$ cat src/i2ccs_pkg.sv
// transfer-clock select package: register map, field positions, reset values, timing
// assumes a single 250 MHz hclk domain that also serves as the peripheral clock
`default_nettype none

package i2ccs_pkg;

  // ********************************************************
  // register map (byte addresses, one aligned word each)
  // ********************************************************
  localparam logic [15:0] CLK_SEL_OFFSET = 16'h0000;
  localparam logic [15:0] IF_CTRL_OFFSET = 16'h0004;
  localparam logic [15:0] CLK_EXP_OFFSET = 16'hFFB4;

  // ********************************************************
  // field positions
  // ********************************************************
  localparam int CLK_LEVEL_BIT = 5;
  localparam int DATA_LEVEL_BIT = 4;
  localparam int SPEED_MODE_BIT = 3;
  localparam int FILTER_EN_BIT = 2;
  localparam int DIV_HIGH_BIT = 1;
  localparam int DIV_LOW_BIT = 0;
  localparam int DIV_EXP_BIT = 0;
  localparam int IF_ENABLE_BIT = 7;

  // ********************************************************
  // reset values
  // ********************************************************
  localparam logic [7:0] CLK_SEL_RESET = 8'h00;
  localparam logic [7:0] CLK_EXP_RESET = 8'h00;
  localparam logic [7:0] IF_CTRL_RESET = 8'h00;

  // ********************************************************
  // timing
  // ********************************************************
  // noise filter: a line level must hold this long before it is accepted
  localparam int FILTER_NS = 12;
  localparam int CLK_PERIOD_NS = 4;
  localparam logic [2:0] FILTER_CYCLES = 3'((FILTER_NS + CLK_PERIOD_NS - 1) / CLK_PERIOD_NS);
  localparam logic [2:0] PRE_DIV2 = 3'h2;
  localparam logic [2:0] PRE_DIV4 = 3'h4;
  localparam logic [5:0] HALF_STD_44 = 6'h16;
  localparam logic [5:0] HALF_STD_86 = 6'h2B;
  localparam logic [5:0] HALF_HS_24 = 6'h0C;
  localparam logic [5:0] HALF_HS_12 = 6'h06;

  typedef struct packed {
    logic div_expansion;
    logic speed_mode_select;
    logic noise_filter_enable;
    logic divide_code_high;
    logic divide_code_low;
  } i2ccs_cfg_t;

  typedef struct packed {
    logic valid;
    logic [2:0] prediv;
    logic [5:0] half;
  } i2ccs_div_t;

  typedef enum logic [1:0] {
    PH_IDLE = 2'b00,
    PH_LOW = 2'b01,
    PH_HIGH = 2'b11
  } i2ccs_phase_t;

endpackage

`default_nettype wire

$ cat src/i2ccs_top.sv
// transfer-clock selection, serial clock generation and line-level sensing
// assumes an AHB-Lite master as the only initiator and open-drain lines with pull-ups
// Behaviour
// - reset clears clock selection: standard mode, filter off, divide code 00
// - reset clears expansion register; only bit 0 exists, others read zero
// - bit 5 shows clock line level when enabled, zero otherwise
// - bit 4 shows data line level when enabled, zero otherwise
// - bits 5 and 4 read-only; bits 7 and 6 read zero
// - bit 3 picks standard mode (0) or high-speed mode (1)
// - bit 2 enables the input noise filter, usable only in high-speed
// - in high-speed mode the filter bit never changes the clock frequency
// - serial clock period is m selection-clock cycles, m from a fixed set
// - standard mode: 00 /2 by 44, 01 /2 by 86, 10 /4 by 86, 11 prohibited
// - high-speed: /2 or /4 by 24, or by 12 with expansion; 11 prohibited
// - disabling stops operation and forces the line-level bits to zero
`default_nettype none

module i2ccs_top (
  // clock and reset
  input wire logic hclk,
  input wire logic hresetn,
  // ahb-lite slave
  input wire logic hsel,
  input wire logic [15:0] haddr,
  input wire logic [1:0] htrans,
  input wire logic hwrite,
  input wire logic [2:0] hsize,
  input wire logic [31:0] hwdata,
  input wire logic hready,
  output logic [31:0] hrdata,
  output logic hreadyout,
  output logic hresp,
  // serial lines, open drain
  input wire logic serial_clock_line_i,
  output logic serial_clock_line_o,
  output logic serial_clock_line_oe,
  input wire logic serial_data_line_i
);

  // ********************************************************
  // registers
  // ********************************************************
  i2ccs_pkg::i2ccs_cfg_t cfg_r, cfg_nxt;
  logic enable_r, enable_nxt;
  logic wr_pend_r;
  logic [15:0] wr_addr_r;
  logic addr_phase;
  logic clock_line_level_r, data_line_level_r;

  function automatic i2ccs_pkg::i2ccs_div_t decode_div(input i2ccs_pkg::i2ccs_cfg_t c);
    i2ccs_pkg::i2ccs_div_t d;
    d.valid = 1'b1;
    d.prediv = c.divide_code_high ? i2ccs_pkg::PRE_DIV4 : i2ccs_pkg::PRE_DIV2;
    d.half = i2ccs_pkg::HALF_STD_44;
    if (c.divide_code_high && c.divide_code_low) begin
      d.valid = 1'b0;
    end else if (!c.speed_mode_select) begin
      d.valid = !c.div_expansion;
      d.half = (c.divide_code_high || c.divide_code_low) ? i2ccs_pkg::HALF_STD_86 : i2ccs_pkg::HALF_STD_44;
    end else begin
      d.half = c.div_expansion ? i2ccs_pkg::HALF_HS_12 : i2ccs_pkg::HALF_HS_24;
    end
    return d;
  endfunction

  function automatic logic [7:0] read_mux(input logic [15:0] a, input i2ccs_pkg::i2ccs_cfg_t c,
                                          input logic en, input logic cl, input logic dl);
    logic [7:0] v;
    v = 8'h00;
    unique case (a)
      i2ccs_pkg::CLK_SEL_OFFSET: begin
        v[i2ccs_pkg::CLK_LEVEL_BIT] = cl;
        v[i2ccs_pkg::DATA_LEVEL_BIT] = dl;
        v[i2ccs_pkg::SPEED_MODE_BIT] = c.speed_mode_select;
        v[i2ccs_pkg::FILTER_EN_BIT] = c.noise_filter_enable;
        v[i2ccs_pkg::DIV_HIGH_BIT] = c.divide_code_high;
        v[i2ccs_pkg::DIV_LOW_BIT] = c.divide_code_low;
      end
      i2ccs_pkg::CLK_EXP_OFFSET: v[i2ccs_pkg::DIV_EXP_BIT] = c.div_expansion;
      i2ccs_pkg::IF_CTRL_OFFSET: v[i2ccs_pkg::IF_ENABLE_BIT] = en;
      default: v = 8'h00;
    endcase
    return v;
  endfunction

  // ********************************************************
  // ahb-lite slave, zero wait states
  // ********************************************************
  assign addr_phase = hsel && htrans[1] && hready;

  always_ff @(posedge hclk or negedge hresetn) begin
    if (!hresetn) begin
      wr_pend_r <= 1'b0;
      wr_addr_r <= 16'h0000;
    end else begin
      wr_pend_r <= addr_phase && hwrite;
      if (addr_phase) begin
        wr_addr_r <= haddr;
      end
    end
  end

  // writes land in the data phase; bits 7..4 of clock selection have no storage
  always_comb begin
    cfg_nxt = cfg_r;
    enable_nxt = enable_r;
    if (wr_pend_r) begin
      unique case (wr_addr_r)
        i2ccs_pkg::CLK_SEL_OFFSET: begin
          cfg_nxt.speed_mode_select = hwdata[i2ccs_pkg::SPEED_MODE_BIT];
          cfg_nxt.noise_filter_enable = hwdata[i2ccs_pkg::FILTER_EN_BIT];
          cfg_nxt.divide_code_high = hwdata[i2ccs_pkg::DIV_HIGH_BIT];
          cfg_nxt.divide_code_low = hwdata[i2ccs_pkg::DIV_LOW_BIT];
        end
        i2ccs_pkg::CLK_EXP_OFFSET: cfg_nxt.div_expansion = hwdata[i2ccs_pkg::DIV_EXP_BIT];
        i2ccs_pkg::IF_CTRL_OFFSET: enable_nxt = hwdata[i2ccs_pkg::IF_ENABLE_BIT];
        default: cfg_nxt = cfg_r;
      endcase
    end
  end

  always_ff @(posedge hclk or negedge hresetn) begin
    if (!hresetn) begin
      cfg_r <= '0;
      enable_r <= 1'b0;
    end else begin
      cfg_r <= cfg_nxt;
      enable_r <= enable_nxt;
    end
  end

  // read data is taken from next values so a read right after a write sees it
  always_ff @(posedge hclk or negedge hresetn) begin
    if (!hresetn) begin
      hrdata <= 32'h0000_0000;
      hreadyout <= 1'b0;
      hresp <= 1'b0;
    end else begin
      hreadyout <= 1'b1;
      hresp <= 1'b0;
      if (addr_phase && !hwrite) begin
        hrdata <= {24'h00_0000, read_mux(haddr, cfg_nxt, enable_nxt,
                                         clock_line_level_r && enable_nxt, data_line_level_r && enable_nxt)};
      end
    end
  end

  // ********************************************************
  // line sampling and noise filter
  // ********************************************************
  logic [1:0] scl_sync_r, sda_sync_r;
  logic [2:0] scl_stab_r, sda_stab_r;
  logic filter_on;

  always_ff @(posedge hclk or negedge hresetn) begin
    if (!hresetn) begin
      scl_sync_r <= 2'b11;
      sda_sync_r <= 2'b11;
    end else begin
      scl_sync_r <= {scl_sync_r[0], serial_clock_line_i};
      sda_sync_r <= {sda_sync_r[0], serial_data_line_i};
    end
  end

  // filter only in high-speed mode; standard mode ignores the bit
  assign filter_on = cfg_r.speed_mode_select && cfg_r.noise_filter_enable;

  always_ff @(posedge hclk or negedge hresetn) begin
    if (!hresetn) begin
      scl_stab_r <= 3'h0;
      sda_stab_r <= 3'h0;
    end else begin
      // cleared while disabled so the count cannot wrap and delay the first accepted level
      scl_stab_r <= (!enable_r || scl_sync_r[1] == clock_line_level_r) ? 3'h0 : scl_stab_r + 3'h1;
      sda_stab_r <= (!enable_r || sda_sync_r[1] == data_line_level_r) ? 3'h0 : sda_stab_r + 3'h1;
    end
  end

  always_ff @(posedge hclk or negedge hresetn) begin
    if (!hresetn) begin
      clock_line_level_r <= 1'b0;
      data_line_level_r <= 1'b0;
    end else if (!enable_r) begin
      clock_line_level_r <= 1'b0;
      data_line_level_r <= 1'b0;
    end else begin
      if (!filter_on || scl_stab_r >= i2ccs_pkg::FILTER_CYCLES - 3'h1) begin
        clock_line_level_r <= scl_sync_r[1];
      end
      if (!filter_on || sda_stab_r >= i2ccs_pkg::FILTER_CYCLES - 3'h1) begin
        data_line_level_r <= sda_sync_r[1];
      end
    end
  end

  // ********************************************************
  // selection clock and serial clock generator
  // ********************************************************
  // generator watches the unfiltered line so the filter cannot shift the period
  i2ccs_pkg::i2ccs_div_t div;
  i2ccs_pkg::i2ccs_phase_t phase_r;
  logic [2:0] pre_r;
  logic [5:0] half_r;
  logic fw_tick;

  assign div = decode_div(cfg_r);
  assign fw_tick = (pre_r == div.prediv - 3'h1);

  always_ff @(posedge hclk or negedge hresetn) begin
    if (!hresetn) begin
      pre_r <= 3'h0;
    end else if (!enable_r || !div.valid || fw_tick || phase_r == i2ccs_pkg::PH_IDLE) begin
      // held through idle so the first low half is as long as the later ones
      pre_r <= 3'h0;
    end else begin
      pre_r <= pre_r + 3'h1;
    end
  end

  always_ff @(posedge hclk or negedge hresetn) begin
    if (!hresetn) begin
      phase_r <= i2ccs_pkg::PH_IDLE;
      half_r <= 6'h00;
    end else if (!enable_r || !div.valid) begin
      phase_r <= i2ccs_pkg::PH_IDLE;
      half_r <= 6'h00;
    end else begin
      unique case (phase_r)
        i2ccs_pkg::PH_IDLE: begin
          phase_r <= i2ccs_pkg::PH_LOW;
          half_r <= 6'h00;
        end
        i2ccs_pkg::PH_LOW: if (fw_tick) begin
          if (half_r == div.half - 6'h01) begin
            phase_r <= i2ccs_pkg::PH_HIGH;
            half_r <= 6'h00;
          end else begin
            half_r <= half_r + 6'h01;
          end
        end
        i2ccs_pkg::PH_HIGH: if (fw_tick && scl_sync_r[1]) begin
          if (half_r == div.half - 6'h01) begin
            phase_r <= i2ccs_pkg::PH_LOW;
            half_r <= 6'h00;
          end else begin
            half_r <= half_r + 6'h01;
          end
        end
        default: phase_r <= i2ccs_pkg::PH_IDLE;
      endcase
    end
  end

  always_ff @(posedge hclk or negedge hresetn) begin
    if (!hresetn) begin
      serial_clock_line_o <= 1'b0;
      serial_clock_line_oe <= 1'b0;
    end else begin
      serial_clock_line_o <= 1'b0;
      serial_clock_line_oe <= (phase_r == i2ccs_pkg::PH_LOW);
    end
  end

  // ********************************************************
  // checks
  // ********************************************************
  logic [8:0] low_len_r;
  always_ff @(posedge hclk or negedge hresetn) begin
    if (!hresetn) begin
      low_len_r <= 9'h000;
    end else begin
      low_len_r <= (phase_r == i2ccs_pkg::PH_LOW) ? low_len_r + 9'h001 : 9'h000;
    end
  end
endmodule

`default_nettype wire

$ cat config.mk
export PLATFORM = sky130hd
export DESIGN_NAME = i2ccs_top
export DESIGN_NICKNAME = d
export VERILOG_FILES = /design/src/i2ccs_pkg.sv /design/src/i2ccs_top.sv
export SDC_FILE = /design/constraint.sdc
export NUM_CORES = 1
export LEC_CHECK = 0
export BUFFER_PORTS_ARGS = -buffer_cell sky130_fd_sc_hd__buf_2
export CAP_MARGIN = 30
export CORE_MARGIN = 4
export CORE_UTILIZATION = 50
export CTS_CLUSTER_DIAMETER = 50
export DETAILED_ROUTE_END_ITERATION = 10
export GPL_TIMING_DRIVEN = 0
export PLACE_DENSITY_LB_ADDON = 0.1
export SETUP_SLACK_MARGIN = 0.1
export SKIP_CTS_REPAIR_TIMING = 1
export SLEW_MARGIN = 20
export SYNTH_ARGS = -nofsm -noshare
export SYNTH_HDL_FRONTEND = slang
export SYNTH_SLANG_ARGS = --single-unit
$ cat constraint.sdc
create_clock -name hclk -period 6.05 [get_ports hclk]
set_input_delay 0.605 -clock hclk [delete_from_list [all_inputs] [get_ports hclk]]
set_output_delay 0.605 -clock hclk [all_outputs]
set_load 0.02 [all_outputs]
# After elaboration in Yosys (flattened, before gate mapping)
# Index checks and enable logic that the tools add are counted.
[totals]
ff_bits = 55
in_bits = 60
output_inout_bits = 36
word_cells = 105
[op_classes]
add_sub_neg = 6
n_lt_le_gt_ge = 2
eq_ne = 16
muxes = 33
reduce_logical = 28
[ops]
columns = ["operator", "n"]
rows = [
  ["2-to-1 mux 6 bit", 7],
  ["== test 16 bit, second input constant", 2],
  ["== test 16 x 3 -> 1 bit, second input constant", 2],
  ["zero test 16 bit", 2],
  ["case mux 6 bit (3 select lines)", 1],
  ["2-to-1 mux 3 bit", 4],
  ["inequality test 3 bit, second input constant", 4],
  ["2-to-1 mux 1 bit", 10],
  ["2-to-1 mux 2 bit", 5],
  ["2-to-1 mux 5 bit", 2],
  ["adder 3 x 1 -> 3 bit, second input constant", 3],
  ["logical AND 1 bit", 9],
  ["logical OR 1 bit", 8],
  ["2-to-1 mux 4 bit", 2],
  ["adder 6 x 1 -> 6 bit, second input constant", 1],
  ["== test 6 bit", 1],
  [">= comparator 3 x 2 -> 1 bit, second input constant", 2],
  ["case mux 2 bit (3 select lines)", 1],
  ["subtractor 6 x 1 -> 6 bit, second input constant", 1],
  ["zero test 1 bit", 5],
  ["inequality test 2 x 1 -> 1 bit, second input constant", 2],
  ["AND reduction 4 bit", 1],
  ["nonzero test 4 bit", 1],
  ["== test 3 bit", 1],
  ["other kinds (7)", 8],
]

# Depth between registers and ports, before layout
# Gate-level depths: netlist of run 1.
[logic_depth]
depth_word = 10
depth_mapped = 10
mapped_depth_nobuf = 9

# Worst setup path after synthesis of run 1
# No wires, ideal clock.
[synth_path]
path_kind = "flip-flop to flip-flop"
from = "register cfg_r[1] (netlist bit)"
to = "register phase_r[1]"
setup_ns = 0.094
arrival_ns = 2.071
required_ns = 5.956
setup_slack_ns = 3.885
path_stages_with_launch = 11
n_path_buf = 1
synth_period_minus_slack_ns = 2.165
cell_sequence = "dfrtp_1 > buf_6 > xnor2_1 > nor2_1 > inv_1 > ha_1 > xor2_1 > o21ai_0 > a222oi_1 > or4_4 > a221oi_2"
[synth_via]
elab_chain_len = 8
elab_cells_between_ends = 20
classes_between = "add/sub (2); eq/ne (6); mux (6); reduce/logical (6)"
[synth_rtl]
columns = ["element", "line_no", "rtl"]
rows = [
  ["start, declared", "i2ccs_top.sv:43", "i2ccs_pkg::i2ccs_cfg_t cfg_r, cfg_nxt;"],
  ["start signal, assigned", "i2ccs_top.sv:127", "cfg_r <= cfg_nxt;"],
  ["logical OR 1 bit", "i2ccs_top.sv:59", "d.half = (c.divide_code_high || c.divide_code_low) ? i2ccs_pkg::HALF_STD_86 : i2ccs_pkg::HALF_STD_44;"],
  ["2-to-1 mux 6 bit", "i2ccs_top.sv:59", ""],
  ["2-to-1 mux 6 bit", "i2ccs_top.sv:57", "end else if (!c.speed_mode_select) begin"],
  ["2-to-1 mux 6 bit", "i2ccs_top.sv:55", "if (c.divide_code_high && c.divide_code_low) begin"],
  ["subtractor 6 x 1 -> 6 bit", "i2ccs_top.sv:234, i2ccs_top.sv:242", ""],
  ["== test 6 bit", "i2ccs_top.sv:234, i2ccs_top.sv:242", ""],
  ["inequality test 3 bit (no source line)", "--", ""],
  ["AND reduction 4 bit (no source line)", "--", ""],
  ["end signal, assigned", "i2ccs_top.sv:235", "phase_r <= i2ccs_pkg::PH_HIGH;"],
  ["end signal, assigned", "i2ccs_top.sv:243", "phase_r <= i2ccs_pkg::PH_LOW;"],
  ["end signal, assigned", "i2ccs_top.sv:249", "default: phase_r <= i2ccs_pkg::PH_IDLE;"],
  ["end, declared", "i2ccs_top.sv:201", "i2ccs_pkg::i2ccs_phase_t phase_r;"],
]
# Parallel ways exist; a longest one is shown, timed or not.
# A chain may end at the register's enable or synchronous reset.

# Final worst setup path of run 1
[layout_path]
from = "register cfg_r[0] (netlist bit)"
to = "register half_r[1]"
[layout_via]
elab_chain_len = 10
elab_cells_between_ends = 19
classes_between = "add/sub (1); eq/ne (3); mux (9); reduce/logical (6)"
[layout_rtl]
columns = ["element", "line_no", "rtl"]
rows = [
  ["logical OR 1 bit", "i2ccs_top.sv:59", ""],
  ["2-to-1 mux 6 bit", "i2ccs_top.sv:59", ""],
  ["2-to-1 mux 6 bit", "i2ccs_top.sv:57", ""],
  ["2-to-1 mux 6 bit", "i2ccs_top.sv:55", ""],
  ["subtractor 6 x 1 -> 6 bit", "i2ccs_top.sv:234, i2ccs_top.sv:242", ""],
  ["== test 6 bit", "i2ccs_top.sv:234, i2ccs_top.sv:242", ""],
  ["2-to-1 mux 6 bit", "i2ccs_top.sv:234, i2ccs_top.sv:242", ""],
  ["2-to-1 mux 6 bit (on tied branches)", "i2ccs_top.sv:241, i2ccs_top.sv:233", ""],
  ["case mux 6 bit (3 select lines)", "i2ccs_top.sv:228", "unique case (phase_r)"],
  ["2-to-1 mux 6 bit", "i2ccs_top.sv:224", "end else if (!enable_r || !div.valid) begin"],
  ["end signal, assigned", "i2ccs_top.sv:238", "half_r <= half_r + 6'h01;"],
  ["end signal, assigned", "i2ccs_top.sv:246", "half_r <= half_r + 6'h01;"],
  ["end, declared", "i2ccs_top.sv:203", "logic [5:0] half_r;"],
]
# Parallel ways exist; a longest one is shown, timed or not. The select of a mux whose other input is x is not followed.

==> results of run 1 <==
-- registers in the layout, indices dropped and copies added (netlist names), 2 cells and up --
signal,cells
wr_addr_r,16
hrdata,7
half_r,6
cfg_r,5
pre_r,3
scl_stab_r,3
sda_stab_r,3
phase_r,2
scl_sync_r,2
sda_sync_r,2
-- cells in the final DEF (no fill, tap or decap), types with 2 or more instances in the layout --
master    netlist  routed
nor4_1          9       9
dfstp_2         4       4
nand2_1        19      19
a31oi_1         2       2
nand2b_1        4       4
nand3_1         6       6
or2_2           3       3
xor2_1          5       5
dfrtp_1        51      51
clkbuf_1        2       3
and3_1          2       2
mux2i_1         3       3
inv_1          14      14
nand3_2         2       2
nor2b_1         2       2
nor3_1          7       7
a32o_1          2       2
a21oi_1         4       4
xnor2_1         5       5
conb_1          2      28
o21ai_0         9       9
o31ai_1         2       2
buf_2           0      36
nand4_1         5       5
mux2_2         22      22
buf_4          28      29
nor2_1         22      22
clkbuf_8        0       5
a22o_1          4       4
ha_1            7       7
-- metal layers --
layer / GRT usage / vias to the layer above / wire length, µm
li1: - / 1007 / -
met1: 0.2144 / 948 / 2496
met2: 0.2704 / 49 / 2520
met3: 0.04167 / 4 / 262
met4: 0.03566 / 0 / 40
met5: 0 / - / 0
-- how the worst min path moves through the flow --
stage               slack, ps                from            end
finish                    330             hresetn      half_r[3]
global route              360  serial_data_line_i  sda_sync_r[0]
CTS                       350             hresetn      half_r[5]
detailed placement        350       scl_sync_r[0]  scl_sync_r[1]
global placement          350       sda_sync_r[0]  sda_sync_r[1]
floorplan                 310             hresetn       cfg_r[0]
-- cell type report --
class                      count  area (µm²)  area share
sequential                    55        1381      0.4188
multi-input combinational    189        1242      0.3767
buffer                        32       232.7     0.07056
timing repair buffer          37       187.7     0.05690
tap                           72       90.09     0.02731
clock buffer                   6       72.57     0.02200
inverter                      14       52.55     0.01593
clock inverter                 2       38.79     0.01176
-- power by group through the flow --
stage	Clock (mW)	Sequential, mW	Combinational [mW]
final	0.249	0.409	0.0869
after global routing	0.270	0.412	0.0968
after CTS	0.255	0.409	0.0872
after detailed placement	0	0.416	0.0872
after global placement	0	0.415	0.0852
after floorplan	0	0.411	0.0623
-- per-stage QoR --
step           instance area (µm²)  instances  power, mW
6_report                      3298        407     0.7448
5_1_grt                       3298        407     0.7795
4_1_cts                       3298        407     0.7509
3_5_place_dp                  3187        399     0.5029
3_3_place_gp                  3184        399     0.5001
2_1_floorplan                 2909        290     0.4729
-- kinds of logic after synthesis --
group,share of synthesized area
AND/OR/NAND/NOR,0.1682
flip-flops,0.4913
buffers and inverters,0.1015
AO/OA/AOI/OAI,0.07521
multiplexers,0.09880
XOR/XNOR,0.03115
adder cells (fa/ha/maj),0.03115
other,0.002671
==> flow_metrics.py, run 1 <==
metrics = {
    "power_and_ir_drop": {
        "leakagePower_nw": 1.602,
        "pwr-share-clk": 0.335,
        "internal_power_mw": 0.5596,
        "ir_drop_v": 0.0001301,
        "p_comb_frac": 0.117,
        "p_per_area_nw_per_um2": 225.8,
        "p_sw_frac": 0.2487,
        "p_switching_mw": 0.1853,
        "seq_power_share": 0.549,
    },
    "grt": {
        "grt_pass1_vias": 2015,
        "grt_max_degree": 56,
        "grt_pass1_wl_mm": 9.315,
        "grt_usage": 0.1626,
        "antenna_found_initial": 0,
        "gr-total-overflow": 0,
    },
    "cts": {
        "root_buffer": "clkbuf_8",
        "clk_pin_slew_worst_paths_ps": 100,
        "cts_sinks": 55,
        "clockBufferDepth": 2,
        "htreeDepth": 2,
        "cts_buffers": 5,
        "clk_latency_ps": 310,
        "cts_tree": "done",
    },
    "yosys": {
        "netlist_area_um2": 2811,
        "synth_flop_cell": "dfrtp_1",
        "yosys-top-cells-area": "dfrtp_1, mux2_2, buf_4",
        "seq_area_frac_synth": 0.4913,
        "yosys_warnings": 0,
        "yosysTopAreaCell": "dfrtp_1",
        "netlist_instances": 264,
        "synthTopCellsByCount": "dfrtp_1, buf_4, mux2_2, nor2_1, nand2_1",
        "yosysTopAreaCellShare": 0.4539,
        "yosysMostFrequentCell": "dfrtp_1",
        "async_flop_share": 1.000,
        "ys_ff_latch": 55,
        "synth_enable_flop_cells": 0,
        "synth.distinct_cells": 45,
        "postSynthAreaPerCell_um2": 10.65,
    },
    "critical_path": {
        "cp_common_cell": "o21ai_0",
        "path_class": "register to register",
        "crit_buf_inv": 0,
        "worstSetupEndpointType": "register",
        "path_cells": "nand2_1 -> and3_1 -> ha_1 -> xor2_1 -> o2111a_1 -> o21ai_0 -> nor3_1 -> o21ai_0",
        "regToRegEndpoint": "half_r[1]",
        "max_stage_delay_ps": 630,
        "required_ps": 6210,
        "setup.worst_path.start": "cfg_r[0]",
        "worstReg2RegStart": "cfg_r[0]",
        "cpMaxStageDelayCell": "nor3_1",
        "critPathMaxFanout": 7,
        "crit_family": "simple AND/OR/NAND/NOR gates",
        "r2r_cells": 8,
        "startpoint_type": "register",
        "ff2ff_setup_slack_ps": 3420,
        "critPathArrivalTime_ps": 2780,
        "path_depth": 8,
        "critical_path.endpoint": "half_r[1]",
    },
    "cells_and_area": {
        "nets": 401,
        "nFillCells": 490,
        "final_util": 0.6027,
        "drive_gt1_frac": 0.3194,
        "antenna_cells": 0,
        "syn_to_final_growth_pct": 17.31,
    },
    "routing": {
        "drt_iter0_drc": 119,
        "antenna_left": 0,
        "drc_errors": 0,
        "first_pass_iters": 4,
        "vias_per_cell": 4.934,
        "routed_wl_mm": 5.320,
        "wire_per_inst_um": 13.07,
        "vias": 2008,
    },
    "sta": {
        "slew_headroom": 0.4727,
        "clock_skew_ps": 7.589,
        "hold_violations": 0,
        "setup_viol": 0,
        "rsz0062_at_grt": "false",
        "tightest_slew_ps": 785.0,
        "max_freq_mhz": 380.8,
        "drv_slew": 0,
        "fin_crit_sh": 0.4340,
        "setup-tns-final_ps": 0,
        "period_needed_ps": 2626,
        "setup_ws_ps": 3424,
        "worst_hold_slack_ps": 328.7,
    },
    "run": {
        "drv_cap": 0,
    },
    "die": {
        "die_area_um2": 6887,
        "fp.dieW_um": 82.99,
        "coreArea_um2": 5473,
        "rows": 27,
        "start_util": 0.5137,
        "die_h_um": 82.99,
        "io_pins": 96,
    },
    "place": {
        "gp_congestion": 0.7939,
        "hpwl_mm": 4.038,
        "place_worst_setup_slack_ps": 3466,
        "io_buffers": 37,
    },
    "outcome": {
        "outcome": "finished clean",
    },
    "min_path": {
        "hp-class": "primary input to async pin",
    },
}
Power figures use the tool's default switching activity.
==> run 2: changes to the inputs <==
--- a/config.mk
+++ b/config.mk
@@ -8,7 +8,7 @@
 export BUFFER_PORTS_ARGS = -buffer_cell sky130_fd_sc_hd__buf_2
 export CAP_MARGIN = 30
 export CORE_MARGIN = 4
-export CORE_UTILIZATION = 50
+export CORE_UTILIZATION = 45
 export CTS_CLUSTER_DIAMETER = 50
 export DETAILED_ROUTE_END_ITERATION = 10
 export GPL_TIMING_DRIVEN = 0
==> constraint.sdc (replaced) <==
create_clock -name hclk -period 2.2 [get_ports hclk]
set_input_delay 0.22 -clock hclk [delete_from_list [all_inputs] [get_ports hclk]]
set_output_delay 0.22 -clock hclk [all_outputs]
set_load 0.02 [all_outputs]
==> flow_metrics.py, run 2 (same netlist as run 1, synthesis figures left out) <==
metrics = {
    "die": {
        "fp.dieW_um": 87.04,
        "die_h_um": 87.04,
        "coreArea_um2": 5991,
        "start_util": 0.4693,
        "io_pins": 96,
        "rows": 28,
        "die_area_um2": 7576,
    },
    "sta": {
        "fin_crit_sh": 1.042,
        "drv_slew": 0,
        "slew_headroom": 0.5453,
        "setup-tns-final_ps": -200.0,
        "tightest_slew_ps": 682.0,
        "clock_skew_ps": 6.264,
        "setup_viol": 4,
        "hold_violations": 0,
        "period_needed_ps": 2292,
        "rsz0062_at_grt": "true",
        "max_freq_mhz": 436.3,
        "setup_ws_ps": -92.25,
    },
    "routing": {
        "wire_per_inst_um": 12.84,
        "routed_wl_mm": 5.341,
        "antenna_left": 0,
        "drt_iter0_drc": 109,
        "drc_errors": 0,
        "vias": 2027,
        "vias_per_cell": 4.873,
        "first_pass_iters": 4,
    },
    "critical_path": {
        "worstSetupEndpointType": "register",
        "worstReg2RegStart": "cfg_r[0]",
        "required_ps": 2420,
        "startpoint_type": "register",
        "critPathMaxFanout": 7,
        "setup.worst_path.start": "cfg_r[0]",
        "critPathArrivalTime_ps": 2510,
        "path_class": "register to register",
    },
    "power_and_ir_drop": {
        "seq_power_share": 0.572,
        "internal_power_mw": 1.437,
        "leakagePower_nw": 1.637,
        "p_sw_frac": 0.2693,
        "pwr-share-clk": 0.302,
        "p_switching_mw": 0.5296,
        "p_comb_frac": 0.126,
        "ir_drop_v": 0.0003865,
        "p_per_area_nw_per_um2": 579.0,
    },
    "cells_and_area": {
        "reg_top3": "wr_addr_r (16), hrdata (7), half_r (6)",
        "antenna_cells": 0,
        "syn_to_final_growth_pct": 20.83,
        "final_cell_mix": "dfrtp_1, buf_2, buf_4",
        "largest_reg_flops": 16,
        "largest-register": "wr_addr_r",
        "drive_gt1_frac": 0.3490,
        "nets": 407,
        "final_common_cell": "dfrtp_1",
    },
    "cts": {
        "clockBufferDepth": 2,
        "cts_tree": "done",
        "htreeDepth": 2,
        "cts_buffers": 5,
        "clk_pin_slew_worst_paths_ps": 110,
        "cts_sinks": 55,
        "clk_latency_ps": 310,
        "root_buffer": "clkbuf_8",
    },
    "grt": {
        "grt_pass1_wl_mm": 8.866,
        "grt_max_degree": 56,
        "gr-total-overflow": 0,
        "grt_pass1_vias": 1909,
        "grt_usage": 0.1478,
        "antenna_found_initial": 0,
    },
    "place": {
        "place_worst_setup_slack_ps": -395.0,
        "io_buffers": 37,
        "hpwl_mm": 4.012,
        "gp_congestion": 0.7802,
    },
    "outcome": {
        "violations": "negative setup slack",
        "outcome": "finished with violations",
    },
    "min_path": {
        "hp-class": "primary input to register",
        "hold_start": "hwrite",
    },
    "run": {
        "drv_cap": 0,
    },
}
## run 2: cell types whose count changed in the layout (fill, tap and decap cells not counted), moves of 2 or more
cell and delta:
o21ai_0 -3, clkinv_4 +2, buf_4 +2, nor3_1 -2, dlygate4sd3_1 +3, o21ai_1 +3
## run 2: metal layers
layer,GRT usage,part of all wire,vias to the layer above
li1,-,-,1019
met1,0.1950,0.46,943
met2,0.2443,0.47,60
met3,0.03122,0.056,5
met4,0.04391,0.012,0
met5,0,0,-
## run 2: critical path, cell delays in order, from the launching register on
cell	delay, ps
dfrtp_2	500
xnor2_4	200
nor2_1	60
inv_1	60
ha_2	190
xor2_2	180
o21bai_1	80
a222oi_1	470
nor3_2	170
a221oi_2	300
## run 2: cell type report
cell class	count	area (µm²)
clock buffers	5	68.82
flip-flops and latches	55	1383
multi-input cells	189	1294
fillers	551	2594
repair buffers	43	244.0
well taps	75	93.84
inverters	14	52.55
clock inverters	3	28.78
plain buffers	32	232.7
## run 2: per-stage QoR
stage	hold WS [ps]	area, µm²	util	total power, mW	std cells
floorplan	-75.59	2909	-	1.301	290
global placement	324.8	3188	0.5322	1.377	402
detailed placement	316.5	3191	0.5326	1.382	402
CTS	-37.96	3288	0.5489	1.983	410
global route	134.3	3397	0.5670	2.069	416
finish	123.2	3397	0.5670	1.967	416
## run 2: power by group through the flow
stage	Clock, mW	Combinational, mW	Sequential [mW]
2_1_floorplan	0	0.171	1.13
5_1_grt	0.661	0.274	1.13
4_1_cts	0.620	0.240	1.12
6_report	0.594	0.248	1.13
3_5_place_dp	0	0.240	1.14
3_3_place_gp	0	0.235	1.14
## run 2: path summary, 6_finish.rpt
| kind | endpoint | slack (ps) | cells after the start |
|---|---|---|---|
| setup / recovery | phase_r[1] | -90 | 9 |
| hold / removal | wr_pend_r | 120 | 3 |
| setup reg to reg | phase_r[1] | -90 | 9 |
| hold reg to reg | scl_sync_r[1] | 360 | 0 |
| max in group asynchronous | cfg_r[0] | 1240 | 2 |
| min in group asynchronous | half_r[3] | 490 | 2 |
